===== src/rtl/flash_host_pkg.sv =====
package flash_host_pkg;
  localparam int ADDR_W = 17;
  localparam int DATA_W = 8;
  localparam logic [10:0] UNLOCK1_ADDR = 11'h555;
  localparam logic [10:0] UNLOCK2_ADDR = 11'h2AA;
  localparam logic [7:0] UNLOCK1_DATA = 8'hAA;
  localparam logic [7:0] UNLOCK2_DATA = 8'h55;
  localparam logic [7:0] CMD_PROGRAM = 8'hA0;
  localparam logic [7:0] CMD_ERASE_SETUP = 8'h80;
  localparam logic [7:0] CMD_CHIP_ERASE = 8'h10;
  localparam logic [7:0] CMD_SECTOR_ERASE = 8'h30;
  localparam logic [7:0] CMD_RESUME = 8'h30;
  localparam logic [7:0] CMD_SUSPEND = 8'hB0;
  localparam logic [7:0] CMD_BYPASS = 8'h20;
  localparam logic [7:0] CMD_BYPASS_EXIT1 = 8'h90;
  localparam logic [7:0] CMD_BYPASS_EXIT2 = 8'h00;
  localparam logic [7:0] CMD_RESET = 8'hF0;
  localparam int POLL_BIT = 7;
  localparam int ERR_BIT = 5;
  localparam int TIMER_BIT = 3;
  localparam int CLK_NS = 100;
  // strobe phases: setup and low one cycle each, high at least two cycles, at 100 ns
  localparam int SEC_WINDOW_US = 50;
  localparam int SEC_WINDOW_CYC = (SEC_WINDOW_US * 1000) / CLK_NS;
  // suspend takes effect within 20 us, wait that long then finish without a status poll
  localparam int SUSPEND_US = 20;
  localparam int SUSPEND_CYC = (SUSPEND_US * 1000 + CLK_NS - 1) / CLK_NS;
  localparam logic [2:0] OP_PROGRAM = 3'h0;
  localparam logic [2:0] OP_CHIP_ERASE = 3'h1;
  localparam logic [2:0] OP_SECTOR_ERASE = 3'h2;
  localparam logic [2:0] OP_BYPASS_ENTER = 3'h3;
  localparam logic [2:0] OP_BYPASS_EXIT = 3'h4;
  localparam logic [2:0] OP_SUSPEND = 3'h5;
  localparam logic [2:0] OP_RESUME = 3'h6;
  localparam logic [2:0] OP_RESET = 3'h7;
  localparam logic [2:0] SEQ_MAX = 3'h6;
  localparam logic [15:0] CNT_ZERO = 16'h0000;
endpackage : flash_host_pkg


===== src/rtl/flash_seq_rom.sv =====
`timescale 1ns/100ps
module flash_seq_rom
  import flash_host_pkg::*;
(
  input wire logic clock_i, // clock
  input wire logic ce_i, // clock enable
  input wire logic [2:0] op_i, // operation
  input wire logic [2:0] idx_i, // cycle index
  input wire logic bypass_i, // bypass mode active
  input wire logic [flash_host_pkg::ADDR_W-1:0] addr_i, // target address
  input wire logic [7:0] data_i, // program byte
  output logic [flash_host_pkg::ADDR_W-1:0] addr_o, // registered cycle address
  output logic [7:0] data_o, // registered cycle data
  output logic [2:0] len_o // cycles in sequence
);
  logic [ADDR_W-1:0] nxt_addr;
  logic [7:0] nxt_data;
  logic [2:0] nxt_len;
  logic [ADDR_W-1:0] u1;
  logic [ADDR_W-1:0] u2;
  assign u1 = {{(ADDR_W-11){1'b0}}, UNLOCK1_ADDR};
  assign u2 = {{(ADDR_W-11){1'b0}}, UNLOCK2_ADDR};

  always_comb begin
    nxt_addr = u1;
    nxt_data = UNLOCK1_DATA;
    nxt_len = 3'h1;
    if (idx_i == 3'h1) begin
      nxt_addr = u2;
      nxt_data = UNLOCK2_DATA;
    end else if (idx_i == 3'h4) begin
      nxt_addr = u2;
      nxt_data = UNLOCK2_DATA;
    end
    case (op_i)
      OP_PROGRAM: begin
        if (bypass_i) begin
          nxt_len = 3'h2;
          if (idx_i == 3'h0) nxt_data = CMD_PROGRAM;
          else begin
            nxt_addr = addr_i;
            nxt_data = data_i;
          end
        end else begin
          nxt_len = 3'h4;
          if (idx_i == 3'h2) nxt_data = CMD_PROGRAM;
          if (idx_i == 3'h3) begin
            nxt_addr = addr_i;
            nxt_data = data_i;
          end
        end
      end
      OP_CHIP_ERASE, OP_SECTOR_ERASE: begin
        nxt_len = SEQ_MAX;
        if (idx_i == 3'h2) nxt_data = CMD_ERASE_SETUP;
        if (idx_i == 3'h5) begin
          if (op_i == OP_CHIP_ERASE) nxt_data = CMD_CHIP_ERASE;
          else begin
            nxt_addr = addr_i;
            nxt_data = CMD_SECTOR_ERASE;
          end
        end
      end
      OP_BYPASS_ENTER: begin
        nxt_len = 3'h3;
        if (idx_i == 3'h2) nxt_data = CMD_BYPASS;
      end
      OP_BYPASS_EXIT: begin
        nxt_len = 3'h2;
        nxt_data = (idx_i == 3'h0) ? CMD_BYPASS_EXIT1 : CMD_BYPASS_EXIT2;
      end
      OP_SUSPEND: nxt_data = CMD_SUSPEND;
      OP_RESUME: nxt_data = CMD_RESUME;
      default: nxt_data = CMD_RESET;
    endcase
  end

  always_ff @(posedge clock_i) begin
    if (ce_i) begin
      addr_o <= nxt_addr;
      data_o <= nxt_data;
      len_o <= nxt_len;
    end
  end
endmodule : flash_seq_rom


===== src/rtl/flash_host_ctrl.sv =====
`timescale 1ns/100ps
module flash_host_ctrl
  import flash_host_pkg::*;
(
  input wire logic clock_i, // 10 MHz clock
  input wire logic rst_b_i, // sync reset, active low
  input wire logic ce_i, // clock enable
  input wire logic req_i, // start an operation (level, taken when idle)
  input wire logic [2:0] op_i, // operation code
  input wire logic [flash_host_pkg::ADDR_W-1:0] addr_i, // target or sector address
  input wire logic [7:0] data_i, // program byte value
  input wire logic [7:0] dq_i, // flash data bus in
  output logic [flash_host_pkg::ADDR_W-1:0] flash_addr_o, // flash address
  output logic [7:0] dq_o, // flash data bus out
  output logic dq_oe_b_o, // low while host drives dq
  output logic chip_sel_b_o, // chip select, active low
  output logic write_en_b_o, // write strobe, active low
  output logic out_en_b_o, // output enable, active low
  output logic busy_o, // operation in progress
  output logic done_o, // one-cycle completion pulse
  output logic error_o, // one-cycle pulse with done on failure
  output logic bypass_o, // bypass mode active
  output logic window_open_o // sector window still open
);
  import flash_host_pkg::*;

  typedef enum {ST_IDLE, ST_SETUP, ST_STROBE, ST_HOLD, ST_NEXT, ST_RD_SET, ST_RD_LOW, ST_RD_EVAL,
                ST_WAIT, ST_FINISH} state_e;

  state_e state_ff, nxt_state;
  logic [2:0] op_ff, nxt_op;
  logic [2:0] idx_ff, nxt_idx;
  logic [ADDR_W-1:0] tgt_ff, nxt_tgt;
  logic [7:0] byte_ff, nxt_byte;
  logic [15:0] cnt_ff, nxt_cnt;
  logic bypass_ff, nxt_bypass;
  logic window_ff, nxt_window;
  logic susp_ff, nxt_susp;
  logic err_ff, nxt_err;
  logic [ADDR_W-1:0] nxt_faddr;
  logic [7:0] nxt_dq;
  logic nxt_dq_oe_b, nxt_cs_b, nxt_we_b, nxt_oe_b, nxt_busy, nxt_done;
  logic [ADDR_W-1:0] rom_addr;
  logic [7:0] rom_data;
  logic [2:0] rom_len;
  logic legal;
  logic is_erase;

  flash_seq_rom u_rom (
    .clock_i(clock_i),
    .ce_i(ce_i),
    .op_i(op_ff),
    .idx_i(idx_ff),
    .bypass_i(bypass_ff),
    .addr_i(tgt_ff),
    .data_i(byte_ff),
    .addr_o(rom_addr),
    .data_o(rom_data),
    .len_o(rom_len)
  );

  // refuse what the device would ignore or treat as an error
  always_comb begin
    legal = 1'b1;
    if (bypass_ff) legal = (op_i == OP_PROGRAM) || (op_i == OP_BYPASS_EXIT);
    else if (op_i == OP_BYPASS_EXIT) legal = 1'b0;
    else if (op_i == OP_SUSPEND) legal = window_ff && !susp_ff;
    else if (op_i == OP_RESUME) legal = susp_ff;
    else if (susp_ff) legal = (op_i == OP_PROGRAM) || (op_i == OP_RESET);
    else if (window_ff) legal = (op_i == OP_SECTOR_ERASE) || (op_i == OP_RESET);
  end

  assign is_erase = (op_ff == OP_CHIP_ERASE) || (op_ff == OP_SECTOR_ERASE) || (op_ff == OP_RESUME);

  always_comb begin
    nxt_state = state_ff;
    nxt_op = op_ff;
    nxt_idx = idx_ff;
    nxt_tgt = tgt_ff;
    nxt_byte = byte_ff;
    nxt_cnt = cnt_ff;
    nxt_bypass = bypass_ff;
    nxt_window = window_ff;
    nxt_susp = susp_ff;
    nxt_err = err_ff;
    nxt_faddr = flash_addr_o;
    nxt_dq = dq_o;
    nxt_dq_oe_b = dq_oe_b_o;
    nxt_cs_b = 1'b1;
    nxt_we_b = 1'b1;
    nxt_oe_b = 1'b1;
    nxt_busy = busy_o;
    nxt_done = 1'b0;
    // window timer runs while idle too, so extra sectors can join
    if (window_ff && state_ff != ST_WAIT) begin
      if (cnt_ff == CNT_ZERO) nxt_window = 1'b0;
      else nxt_cnt = cnt_ff - 16'h0001;
    end
    case (state_ff)
      ST_IDLE: begin
        nxt_busy = 1'b0;
        if (req_i) begin
          nxt_op = op_i;
          nxt_tgt = addr_i;
          nxt_byte = data_i;
          nxt_idx = 3'h0;
          nxt_err = !legal;
          nxt_busy = 1'b1;
          // rom output lags op and index by one cycle, so let it catch up in next
          nxt_state = legal ? ST_NEXT : ST_FINISH;
        end
      end
      ST_SETUP: begin
        nxt_faddr = rom_addr;
        nxt_dq = rom_data;
        nxt_dq_oe_b = 1'b0;
        nxt_cs_b = 1'b0;
        nxt_state = ST_STROBE;
      end
      ST_STROBE: begin
        nxt_cs_b = 1'b0;
        nxt_we_b = 1'b0;
        nxt_state = ST_HOLD;
      end
      ST_HOLD: begin
        nxt_dq_oe_b = 1'b1;
        nxt_idx = idx_ff + 3'h1;
        nxt_state = ST_NEXT;
      end
      ST_NEXT: begin
        if (idx_ff < rom_len) nxt_state = ST_SETUP;
        else begin
          nxt_faddr = tgt_ff;
          nxt_state = ST_FINISH;
          case (op_ff)
            OP_BYPASS_ENTER: nxt_bypass = 1'b1;
            OP_BYPASS_EXIT: nxt_bypass = 1'b0;
            OP_RESET: nxt_window = 1'b0;
            OP_SUSPEND: begin
              nxt_susp = 1'b1;
              nxt_window = 1'b0;
              nxt_cnt = 16'(SUSPEND_CYC);
              nxt_state = ST_WAIT;
            end
            OP_SECTOR_ERASE: begin
              nxt_window = 1'b1;
              nxt_cnt = 16'(SEC_WINDOW_CYC);
            end
            OP_CHIP_ERASE, OP_PROGRAM: nxt_state = ST_RD_SET;
            OP_RESUME: nxt_susp = 1'b0;
            default: nxt_state = ST_FINISH;
          endcase
        end
      end
      ST_WAIT: begin
        if (cnt_ff == CNT_ZERO) nxt_state = ST_FINISH;
        else nxt_cnt = cnt_ff - 16'h0001;
      end
      ST_RD_SET: begin
        nxt_cs_b = 1'b0;
        nxt_oe_b = 1'b0;
        nxt_state = ST_RD_LOW;
      end
      ST_RD_LOW: begin
        nxt_cs_b = 1'b0;
        nxt_oe_b = 1'b0;
        nxt_state = ST_RD_EVAL;
      end
      ST_RD_EVAL: begin
        if (is_erase ? dq_i[POLL_BIT] : (dq_i[POLL_BIT] == byte_ff[POLL_BIT])) nxt_state = ST_FINISH;
        else if (dq_i[ERR_BIT]) begin
          nxt_err = 1'b1;
          nxt_op = OP_RESET;
          nxt_idx = 3'h0;
          nxt_state = ST_NEXT;
        end else nxt_state = ST_RD_SET;
      end
      default: begin // ST_FINISH
        nxt_done = 1'b1;
        nxt_busy = 1'b0;
        nxt_state = ST_IDLE;
      end
    endcase
  end

  always_ff @(posedge clock_i) begin
    if (!rst_b_i) begin
      state_ff <= ST_IDLE;
      op_ff <= OP_RESET;
      idx_ff <= 3'h0;
      tgt_ff <= '0;
      byte_ff <= 8'h00;
      cnt_ff <= CNT_ZERO;
      bypass_ff <= 1'b0;
      window_ff <= 1'b0;
      susp_ff <= 1'b0;
      err_ff <= 1'b0;
      flash_addr_o <= '0;
      dq_o <= 8'h00;
      dq_oe_b_o <= 1'b1;
      chip_sel_b_o <= 1'b1;
      write_en_b_o <= 1'b1;
      out_en_b_o <= 1'b1;
      busy_o <= 1'b0;
      done_o <= 1'b0;
      error_o <= 1'b0;
      bypass_o <= 1'b0;
      window_open_o <= 1'b0;
    end else if (ce_i) begin
      state_ff <= nxt_state;
      op_ff <= nxt_op;
      idx_ff <= nxt_idx;
      tgt_ff <= nxt_tgt;
      byte_ff <= nxt_byte;
      cnt_ff <= nxt_cnt;
      bypass_ff <= nxt_bypass;
      window_ff <= nxt_window;
      susp_ff <= nxt_susp;
      err_ff <= nxt_err;
      flash_addr_o <= nxt_faddr;
      dq_o <= nxt_dq;
      dq_oe_b_o <= nxt_dq_oe_b;
      chip_sel_b_o <= nxt_cs_b;
      write_en_b_o <= nxt_we_b;
      out_en_b_o <= nxt_oe_b;
      busy_o <= nxt_busy;
      done_o <= nxt_done;
      error_o <= nxt_done & err_ff;
      bypass_o <= nxt_bypass;
      window_open_o <= nxt_window;
    end
  end
endmodule : flash_host_ctrl


===== config.mk =====
export PLATFORM = sky130hd
export DESIGN_NAME = flash_host_ctrl
export DESIGN_NICKNAME = d
export VERILOG_FILES = /design/src/rtl/flash_host_pkg.sv /design/src/rtl/flash_seq_rom.sv /design/src/rtl/flash_host_ctrl.sv
export SDC_FILE = /design/constraint.sdc
export NUM_CORES = 1
export LEC_CHECK = 0
export BUFFER_PORTS_ARGS = -buffer_cell sky130_fd_sc_hd__buf_2
export CAP_MARGIN = 20
export CORE_ASPECT_RATIO = 0.7
export CORE_MARGIN = 5
export CORE_UTILIZATION = 58
export DETAILED_ROUTE_END_ITERATION = 8
export GPL_ROUTABILITY_DRIVEN = 0
export HOLD_SLACK_MARGIN = 0.06
export PLACE_DENSITY_LB_ADDON = 0.1
export SLEW_MARGIN = 10
export SYNTH_ARGS = -nofsm -noshare
export SYNTH_HDL_FRONTEND = slang
export SYNTH_SLANG_ARGS = --single-unit

===== constraint.sdc =====
create_clock -name clock_i -period 2.64 [get_ports clock_i]
set_clock_uncertainty 0.1 [all_clocks]
set_input_delay 0.396 -clock clock_i [delete_from_list [all_inputs] [get_ports clock_i]]
set_output_delay 0.396 -clock clock_i [all_outputs]
set_load 0.02 [all_outputs]

==> results.md, run 1 <==
Final layout:
- The net count of the finished layout is 829.
- The count of cells in the finished layout, fillers not included, comes to 921.
- The fraction of layout instances using a drive strength above 1 is 19.2%.
- The finished cells cover 0.00703 mm².
- The register cell area after layout is 0.00258 mm².
- The synthesis-to-layout area growth is 21.1%.
- The area of the multi-input gates is 0.00300 mm².
- The number of diodes added for antenna fixing is 0.
- Measured on the finished design, the core utilization comes to 72.3%.
- The number of fill cells in the layout is 757.

GRT:
- Entering global routing, the biggest net connects 54 pins.
- For this run the aggregate overflow at the end of global routing stands at 0.
- The total track usage is 27.6%.
- The number of global-route vias before repair was 5350.
- The initial antenna violation count was 0.
- The global-route wire length before repair is 26.3 mm.

Synthesis:
- Synthesis produced 703 cells.
- The synthesized design contains 28 enable-type register cells.
- The mean instance size in the synthesized netlist is 8.25 µm².
- The dominant synthesized flop cell is dfxtp_1.
- The synthesized design spends more area on one cell type than any other, namely dfxtp_1.
- The synthesized net count is 752.
- The most common cell in the synthesized netlist is nand2_1.
- The total of flip-flops plus latches after synthesis is 115.
- Sorting the synthesized cells by area gives the leading types as dfxtp_1, edfxtp_1, nand2_1.
- The mapped cell area is 0.00580 mm².
- The async set or reset register ratio after synthesis is 0%.
- The area share of the largest cell type after synthesis is 30.0%.
- The sequential share of the synthesized area is 44.5%.
- By count the netlist is led by nand2_1, dfxtp_1, a21oi_1, nor2_1.
- The number of different library cells in the post-synthesis netlist is 65.
- The synthesis warning total is 0.

Hold path:
- The destination of the worst hold path is tgt_ff[0].
- The min-delay analysis places its worst path in the category in -> reg.
- The worst hold path cell count is 3.
- The startpoint of the worst hold path is addr_i[0].

Power:
- The part of the total power dissipated in sequential elements is 36.4%.
- After layout, the design draws a total of 5.73 mW.
- Summed over all cells, the static leakage comes to 2.80 nW.
- The cell-internal power is 3.97 mW.
- IR analysis of the VDD net gives a maximum drop of 0.000610 V.
- The clock share of power is 40.3%.
- The reported net switching power is 1.76 mW.
- The combinational power share is 23.3%.
- The fraction of power spent switching nets is 30.8%.
- The areal power density over the cells is 815 mW/mm².

Floorplan:
- The initial core utilization is 59.7%.
- The total core area is 0.00972 mm².
- The floorplan row count is 30.
- The I/O pin count is 74.
- The die covers 0.0121 mm².
- Measured along the y axis, the die boundary spans 93.7 µm.
- The die span in x is 130 µm.

STA:
- At the pin with the least slew margin, the transition time is 0.732 ns.
- The upper clock frequency limit is 410 MHz.
- Hold timing on the final database bottoms out at a slack of 0.119 ns.
- Setup violations remaining at the end of the flow were counted as 0.
- The setup total negative slack is 0 ns.
- The final max-slew violation count is 0.
- The headroom to the max-slew limit is 50.7%.
- The number of failing hold endpoints at the final stage is 0.
- In the finished design, the share of the clock period the worst path needs comes to 92.3%.
- The worst setup margin is 0.204 ns.
- The routed design could run at a clock period as short as 2.44 ns.
- Setup repair after global routing left no endpoint under its margin.

Routing:
- The average wire length per cell after detail routing is 17.6 µm.
- The first detailed-routing pass ran for 5 iterations.
- The number of design rule violations left after detail routing is 0.
- Summing over every cut layer, the via total after detailed routing is 5689.
- The detail route stage leaves a number of antenna-violating nets equal to 0.
- The post-detailed-routing wire length is 16.2 mm.
- The first-iteration detailed-routing DRC count is 625.
- In the routed layout, each cell is associated on average with a via count of 6.18.

Clock tree:
- The number of clock sinks seen by CTS is 115.
- CTS placed an instance of clkbuf_16 at the clock tree root.
- The TritonCTS clock tree is built.
- The number of H-tree branching levels is 4.
- The TritonCTS buffer count is 17.
- The later pin in the worst-skew pair is clocked with a latency of 0.41 ns.
- The clock transition at the register clock pins on the worst setup and hold paths after CTS is 0.05 ns.
- The clock passes through at most 2 buffers.

Setup path:
- The worst setup path category is reg -> reg.
- The worst path arrival time is 2.63 ns.
- The capture instance of the worst register-to-register path is state_ff[2].
- For the worst flop-to-flop path, the logic depth is 9.
- STA classifies the critical path endpoint as a register.
- The startpoint identified for the worst register-to-register timing path is cnt_ff[0].
- The worst reg-to-reg setup slack is 0.20 ns.
- The required time of the critical path is 2.84 ns.
- The kind of start point of the critical path is a register.
- The launching instance or port of the critical path is cnt_ff[0].
- The critical-path maximum fanout is 10.

Run status:
- The flow ran to the end, and the final reports show no timing, DRC or antenna violations.

Place:
- In this run the tool buffered the top-level ports with 67 buffer cells.
- The HPWL after detailed placement is 11.0 mm.
- The cell count after placement is 889.
- The placed instances occupy a cell area of 0.00643 mm².
- OpenSTA, run right after detailed placement, puts the worst setup slack at 0.254 ns.

Run:
- The tool flagged a number of max-cap violations equal to 0.
registers in the layout, summed over array words and instances (netlist names), 3 cells and up:
signal / flops
cnt_ff: 16
state_ff: 4
byte_ff: 8
dq_o: 8
flash_addr_o: 17
u_rom.len_o: 3
idx_ff: 3
op_ff: 3
u_rom.addr_o: 17
tgt_ff: 17
u_rom.data_o: 8
metal layers:
metal  vias to the layer above  GRT usage [%]  wire length, µm
li1                       2690              -                -
met5                         -              0                0
met3                        45           6.76             1620
met1                      2650           38.8             7280
met4                         0           11.3              362
met2                       304           40.6             6940
cells in the final DEF (no fill, tap or decap), types with 3 or more instances in the layout:
master,Yosys,final
nand2_1,136,136
clkbuf_1,37,3
nor4_1,12,11
and2_1,13,13
clkinv_2,0,5
a311oi_1,17,17
o22ai_1,7,7
dfxtp_1,87,87
a21boi_0,3,3
and3_1,3,3
or2_2,5,5
nor3_1,11,11
buf_12,0,3
inv_1,13,13
nand2b_1,8,8
nor3b_1,5,5
a21oi_1,73,73
ha_1,9,9
o21a_1,8,8
edfxtp_1,28,28
or3_1,5,5
nand4_1,5,5
buf_2,4,67
o21ai_0,37,36
mux2i_1,11,11
a31oi_1,14,14
clkbuf_16,0,19
o31ai_1,9,9
a21o_1,3,3
o32ai_1,4,4
nor2b_1,9,9
nor2_1,67,67
nand3_1,12,12
buf_4,0,31
or4_1,3,3
critical path, stage by stage (launching register included):
cell and delay, ns:
dfxtp_1 0.34, inv_1 0.10, ha_1 0.14, or4b_4 0.46, nor4b_4 0.26, buf_4 0.22, and2_1 0.30, o21ai_2 0.11
o211ai_1 0.21, nand3_1 0.09
worst max path at each step:
stage / depth (start not counted) / to
floorplan: 8 / cnt_ff[7]
global placement: 9 / state_ff[2]
detailed placement: 8 / state_ff[0]
CTS: 8 / u_rom.data_o[6]
global route: 8 / state_ff[0]
finish: 9 / state_ff[2]
repair_timing:
action,4_1_cts,5_1_grt
hold buffers,0,0
gates resized for setup,0,1
setup endpoints to repair,0,1
buffers inserted,0,0
power groups by stage:
stage               Combinational, mW  Clock (mW)  Sequential (mW)
finish                           1.33        2.31             2.08
global route                     1.46        2.42             2.10
detailed placement               1.30           0             2.11
floorplan                       0.828           0             2.15
global placement                 1.26           0             2.11
CTS                              1.31        2.33             2.08
cells by family after synthesis:
kind of cell | synth area share [%]
buffers and inverters | 3.90
AOI/OAI and AO/OA | 22.2
adders and majority gates | 1.94
xor gates and xnor gates | 0.151
DFF | 44.5
muxes | 2.29
and+or+nand+nor | 25.0
area by class of cell:
class	count	area share (%)
tap	128	2.28
timing repair buffer	101	8.94
inverter	14	0.748
sequential	115	36.8
clock inverter	9	1.39
clock buffer	23	7.12
multi-input combinational	531	42.8
Power figures use the tool's default switching activity.
==> run 2: changes to the inputs <==
Settings changed: CORE_UTILIZATION 58 to 60, CTS_BUF_LIST from default to sky130_fd_sc_hd__clkbuf_2 sky130_fd_sc_hd__clkbuf_4 sky130_fd_sc_hd__clkbuf_8.
==> run 2 against run 1 <==
  * Via count is essentially flat
  * Clock-buffer cell count shrank 5
  * Flip-flop and latch count is the same
  * Sequential power is essentially flat
  * Setup slack lost 0.071 ns
  * Final area shrank 1.8%
  * Power shrank 6.9%
  * Clock power shrank 18%
  * Critical path type unchanged
  * Critical endpoint is now u_rom.addr_o[3]
==> results.md, run 2 (same netlist as run 1, synthesis figures left out) <==
Run status:
- Run status: completed (unchanged).

Hold path:
- The classification of the worst-slack hold path is in -> reg (unchanged).

Setup path:
- The dominant cell type by count on the critical path is a21oi_1.
- The kind of start point of the critical path is a register (unchanged).
- The critical-path maximum fanout is 8 (was 10).
- The worst setup path category is reg -> reg (unchanged).
- The maximum single-stage delay on the critical path is 0.56 ns (was 0.46 ns).
- The count of buffering cells on the critical path with inverters included is 1 (was 2).
- The endpoint class of the critical path is a register (unchanged).
- Cell-by-cell trace of the critical path: or3b_2, nor2_1, a21oi_1, o21ai_0, buf_4, o22ai_1, a21oi_1 (was inv_1, ha_1, or4b_4, nor4b_4, buf_4, and2_1, o21ai_2, o211ai_1, nand3_1).
- The family with the most delay on the worst path is simple AND/OR/NAND/NOR gates (unchanged).
- The cell type of the slowest stage on the worst timing path is dfxtp_1 (was or4b_4).
- The worst path arrival time is 2.70 ns (was 2.63 ns).
- The required time of the critical path came to 2.83 ns (was 2.84 ns).

STA:
- The minimum period implied by the final worst setup slack came to 2.51 ns (was 2.44 ns).
- The upper clock frequency limit is 399 MHz (was 410 MHz).
- RSZ-0062 raised after global routing: false (unchanged).
- The final worst-path cycle share was 95.0% (was 92.3%).
- The count of final setup violators is 0 (unchanged).
- The headroom to the max-slew limit is 53.5% (was 50.7%).
- The setup total negative slack is 0 ns (unchanged).
- The final max-slew violation count is 0 (unchanged).
- The number of failing hold endpoints at the final stage is 0 (unchanged).
- The slew at the pin with the worst max-slew slack was 0.690 ns (was 0.732 ns).

Clock tree:
- The TritonCTS buffer count is 17 (unchanged).
- The number of clock sinks seen by CTS came to 115 (unchanged).
- The number of H-tree branching levels was 4 (unchanged).
- The setup fix buffers added after clock tree synthesis is 0 (unchanged).
- The number of buffers between clock root and the deepest sink came to 2 (unchanged).
- The insertion delay of the later-clocked pin in the worst-skew pair is 0.44 ns (was 0.41 ns).
- The library cell used as clock root buffer was clkbuf_8 (was clkbuf_16).
- The cts-stage hold buffer count came to 0 (unchanged).
- The TritonCTS clock tree is built (unchanged).
- The number of gates resized after CTS is 0 (unchanged).
- The clock transition at the register clock pins on the worst setup and hold paths after CTS came to 0.07 ns (was 0.05 ns).

Final layout:
- Commonest cells after routing, fill and taps aside: nand2_1, dfxtp_1, a21oi_1 (unchanged).
- The layout net count is 832 (was 829).
- The leading cell type in the layout, fill and taps excluded is nand2_1 (unchanged).
- The fraction of layout instances using a drive strength above 1 came to 19.7% (was 19.2%).
- The synthesis-to-layout area growth is 19.0% (was 21.1%).
- The final instance area is 0.00690 mm² (was 0.00703 mm²).
- Top Registers: flash_addr_o: 17 flops, tgt_ff: 17 flops, u_rom.addr_o: 17 flops (unchanged).
- The number of diodes added for antenna fixing is 0 (unchanged).

GRT:
- The total track usage was 27.9% (was 27.6%).
- The number of global-route vias before repair is 5322 (was 5350).
- The pin count of the biggest net entering global routing is 38 (was 54).
- The total congestion overflow is 0 (unchanged).
- The global-route wire length before repair is 26.2 mm (was 26.3 mm).
- The initial antenna violation count is 0 (unchanged).

Place:
- The HPWL after detailed placement came to 11.0 mm (about the same).
- The count of port buffers added during placement is 67 (unchanged).
- The post-place instance area is 0.00645 mm² (was 0.00643 mm²).

Floorplan:
- The die span in x is 128 µm (was 130 µm).
- The total core area is 0.00957 mm² (was 0.00972 mm²).
- The height of the die came to 92.3 µm (was 93.7 µm).
- The area of the die is 0.0118 mm² (was 0.0121 mm²).
- The I/O pin count is 74 (unchanged).
- The floorplan row count is 30 (unchanged).
- The initial core utilization is 60.6% (was 59.7%).

Routing:
- The first-iteration detailed-routing DRC count is 593 (was 625).
- The average wire length per cell after detail routing is 17.5 µm (was 17.6 µm).
- The residual antenna-violating net count after detailed routing is 0 (unchanged).
- The post-detailed-routing wire length is 16.2 mm (about the same).
- The count of TritonRoute iterations in the first routing pass is 8 (was 5).
- The post-detailed-route via-to-cell ratio came to 6.16 (was 6.18).
- The number of design rule violations left after detail routing is 0 (unchanged).
- The routed via count is 5694 (was 5689).

Power:
- The areal power density over the cells is 772 mW/mm² (was 815 mW/mm²).
- The fraction of power spent switching nets is 32.6% (was 30.8%).
- The worst IR drop on VDD is 0.000483 V (was 0.000610 V).
- The reported net switching power was 1.74 mW (was 1.76 mW).
- The static leakage was 2.73 nW (was 2.80 nW).
- The clock share of power is 35.4% (was 40.3%).
- The cell-internal power was 3.59 mW (was 3.97 mW).
- The combinational power share is 25.7% (was 23.3%).
- The part of the total power dissipated in sequential elements was 38.9% (was 36.4%).

Run:
- The number of max-capacitance violations reported is 0 (unchanged).
==> run 2: cell types whose count changed in the layout (fill, tap and decap cells not counted), sizes merged <==
cell      before  now
buf          101  104
clkinvlp       0    2
clkinv         5    6
clkbuf        23   18
inv           16   15
bufinv         2    5
==> run 2: power by group through the flow <==
stage                     registers [mW]  clock network, mW  logic [mW]
after floorplan                     2.15                  0       0.828
after global placement              2.10                  0        1.28
final                               2.07               1.89        1.37
after detailed placement            2.11                  0        1.32
after CTS                           2.07               1.91        1.34
after global routing                2.09               2.00        1.48
==> run 2: layout make-up <==
type | count | area, µm²
Timing Repair Buffer | 104 | 651
Inverter | 14 | 52.6
Clock inverter | 14 | 210
Clock buffer | 18 | 241
Tap cell | 128 | 160
Multi-Input combinational cell | 531 | 3000
Fill cell | 767 | 2670
Sequential cell | 115 | 2580
==> run 2: worst reg2reg max path, cell delays in order, from the launching register on <==
cell and delay [ns]:
dfxtp_1 0.56, or3b_2 0.53, nor2_1 0.39, a21oi_1 0.12, o21ai_0 0.25, buf_4 0.17
o22ai_1 0.10, a21oi_1 0.15
==> run 2: worst paths after layout <==
path | startpoint | slack [ns] | cells past startpoint | to
setup / recovery | bypass_ff | 0.13 | 7 | u_rom.addr_o[3]
hold / removal | addr_i[8] | 0.09 | 3 | tgt_ff[8]
setup reg to reg | bypass_ff | 0.13 | 7 | u_rom.addr_o[3]
hold reg to reg | byte_ff[4] | 0.36 | 2 | byte_ff[4]
==> run 2: metal layers <==
metal / up-vias / track usage, % / part of all wire (%)
li1: 2707 / - / -
met1: 2657 / 39.3 / 45
met2: 299 / 41.2 / 44
met3: 31 / 7.74 / 9.3
met4: 0 / 9.55 / 1.8
met5: - / 0 / 0
==> run 2: per-stage QoR <==
stage	instances	utilization [%]	hold WS [ns]	setup WS, ns	power, mW
after global placement	892	67.4	0.344	0.299	3.38
after detailed placement	892	67.4	0.350	0.220	3.43
after CTS	924	72.1	0.0752	0.172	5.32
after floorplan	703	-	0.337	0.283	2.98
final	924	72.1	0.0934	0.133	5.33
after global routing	924	72.1	0.0737	0.00663	5.57
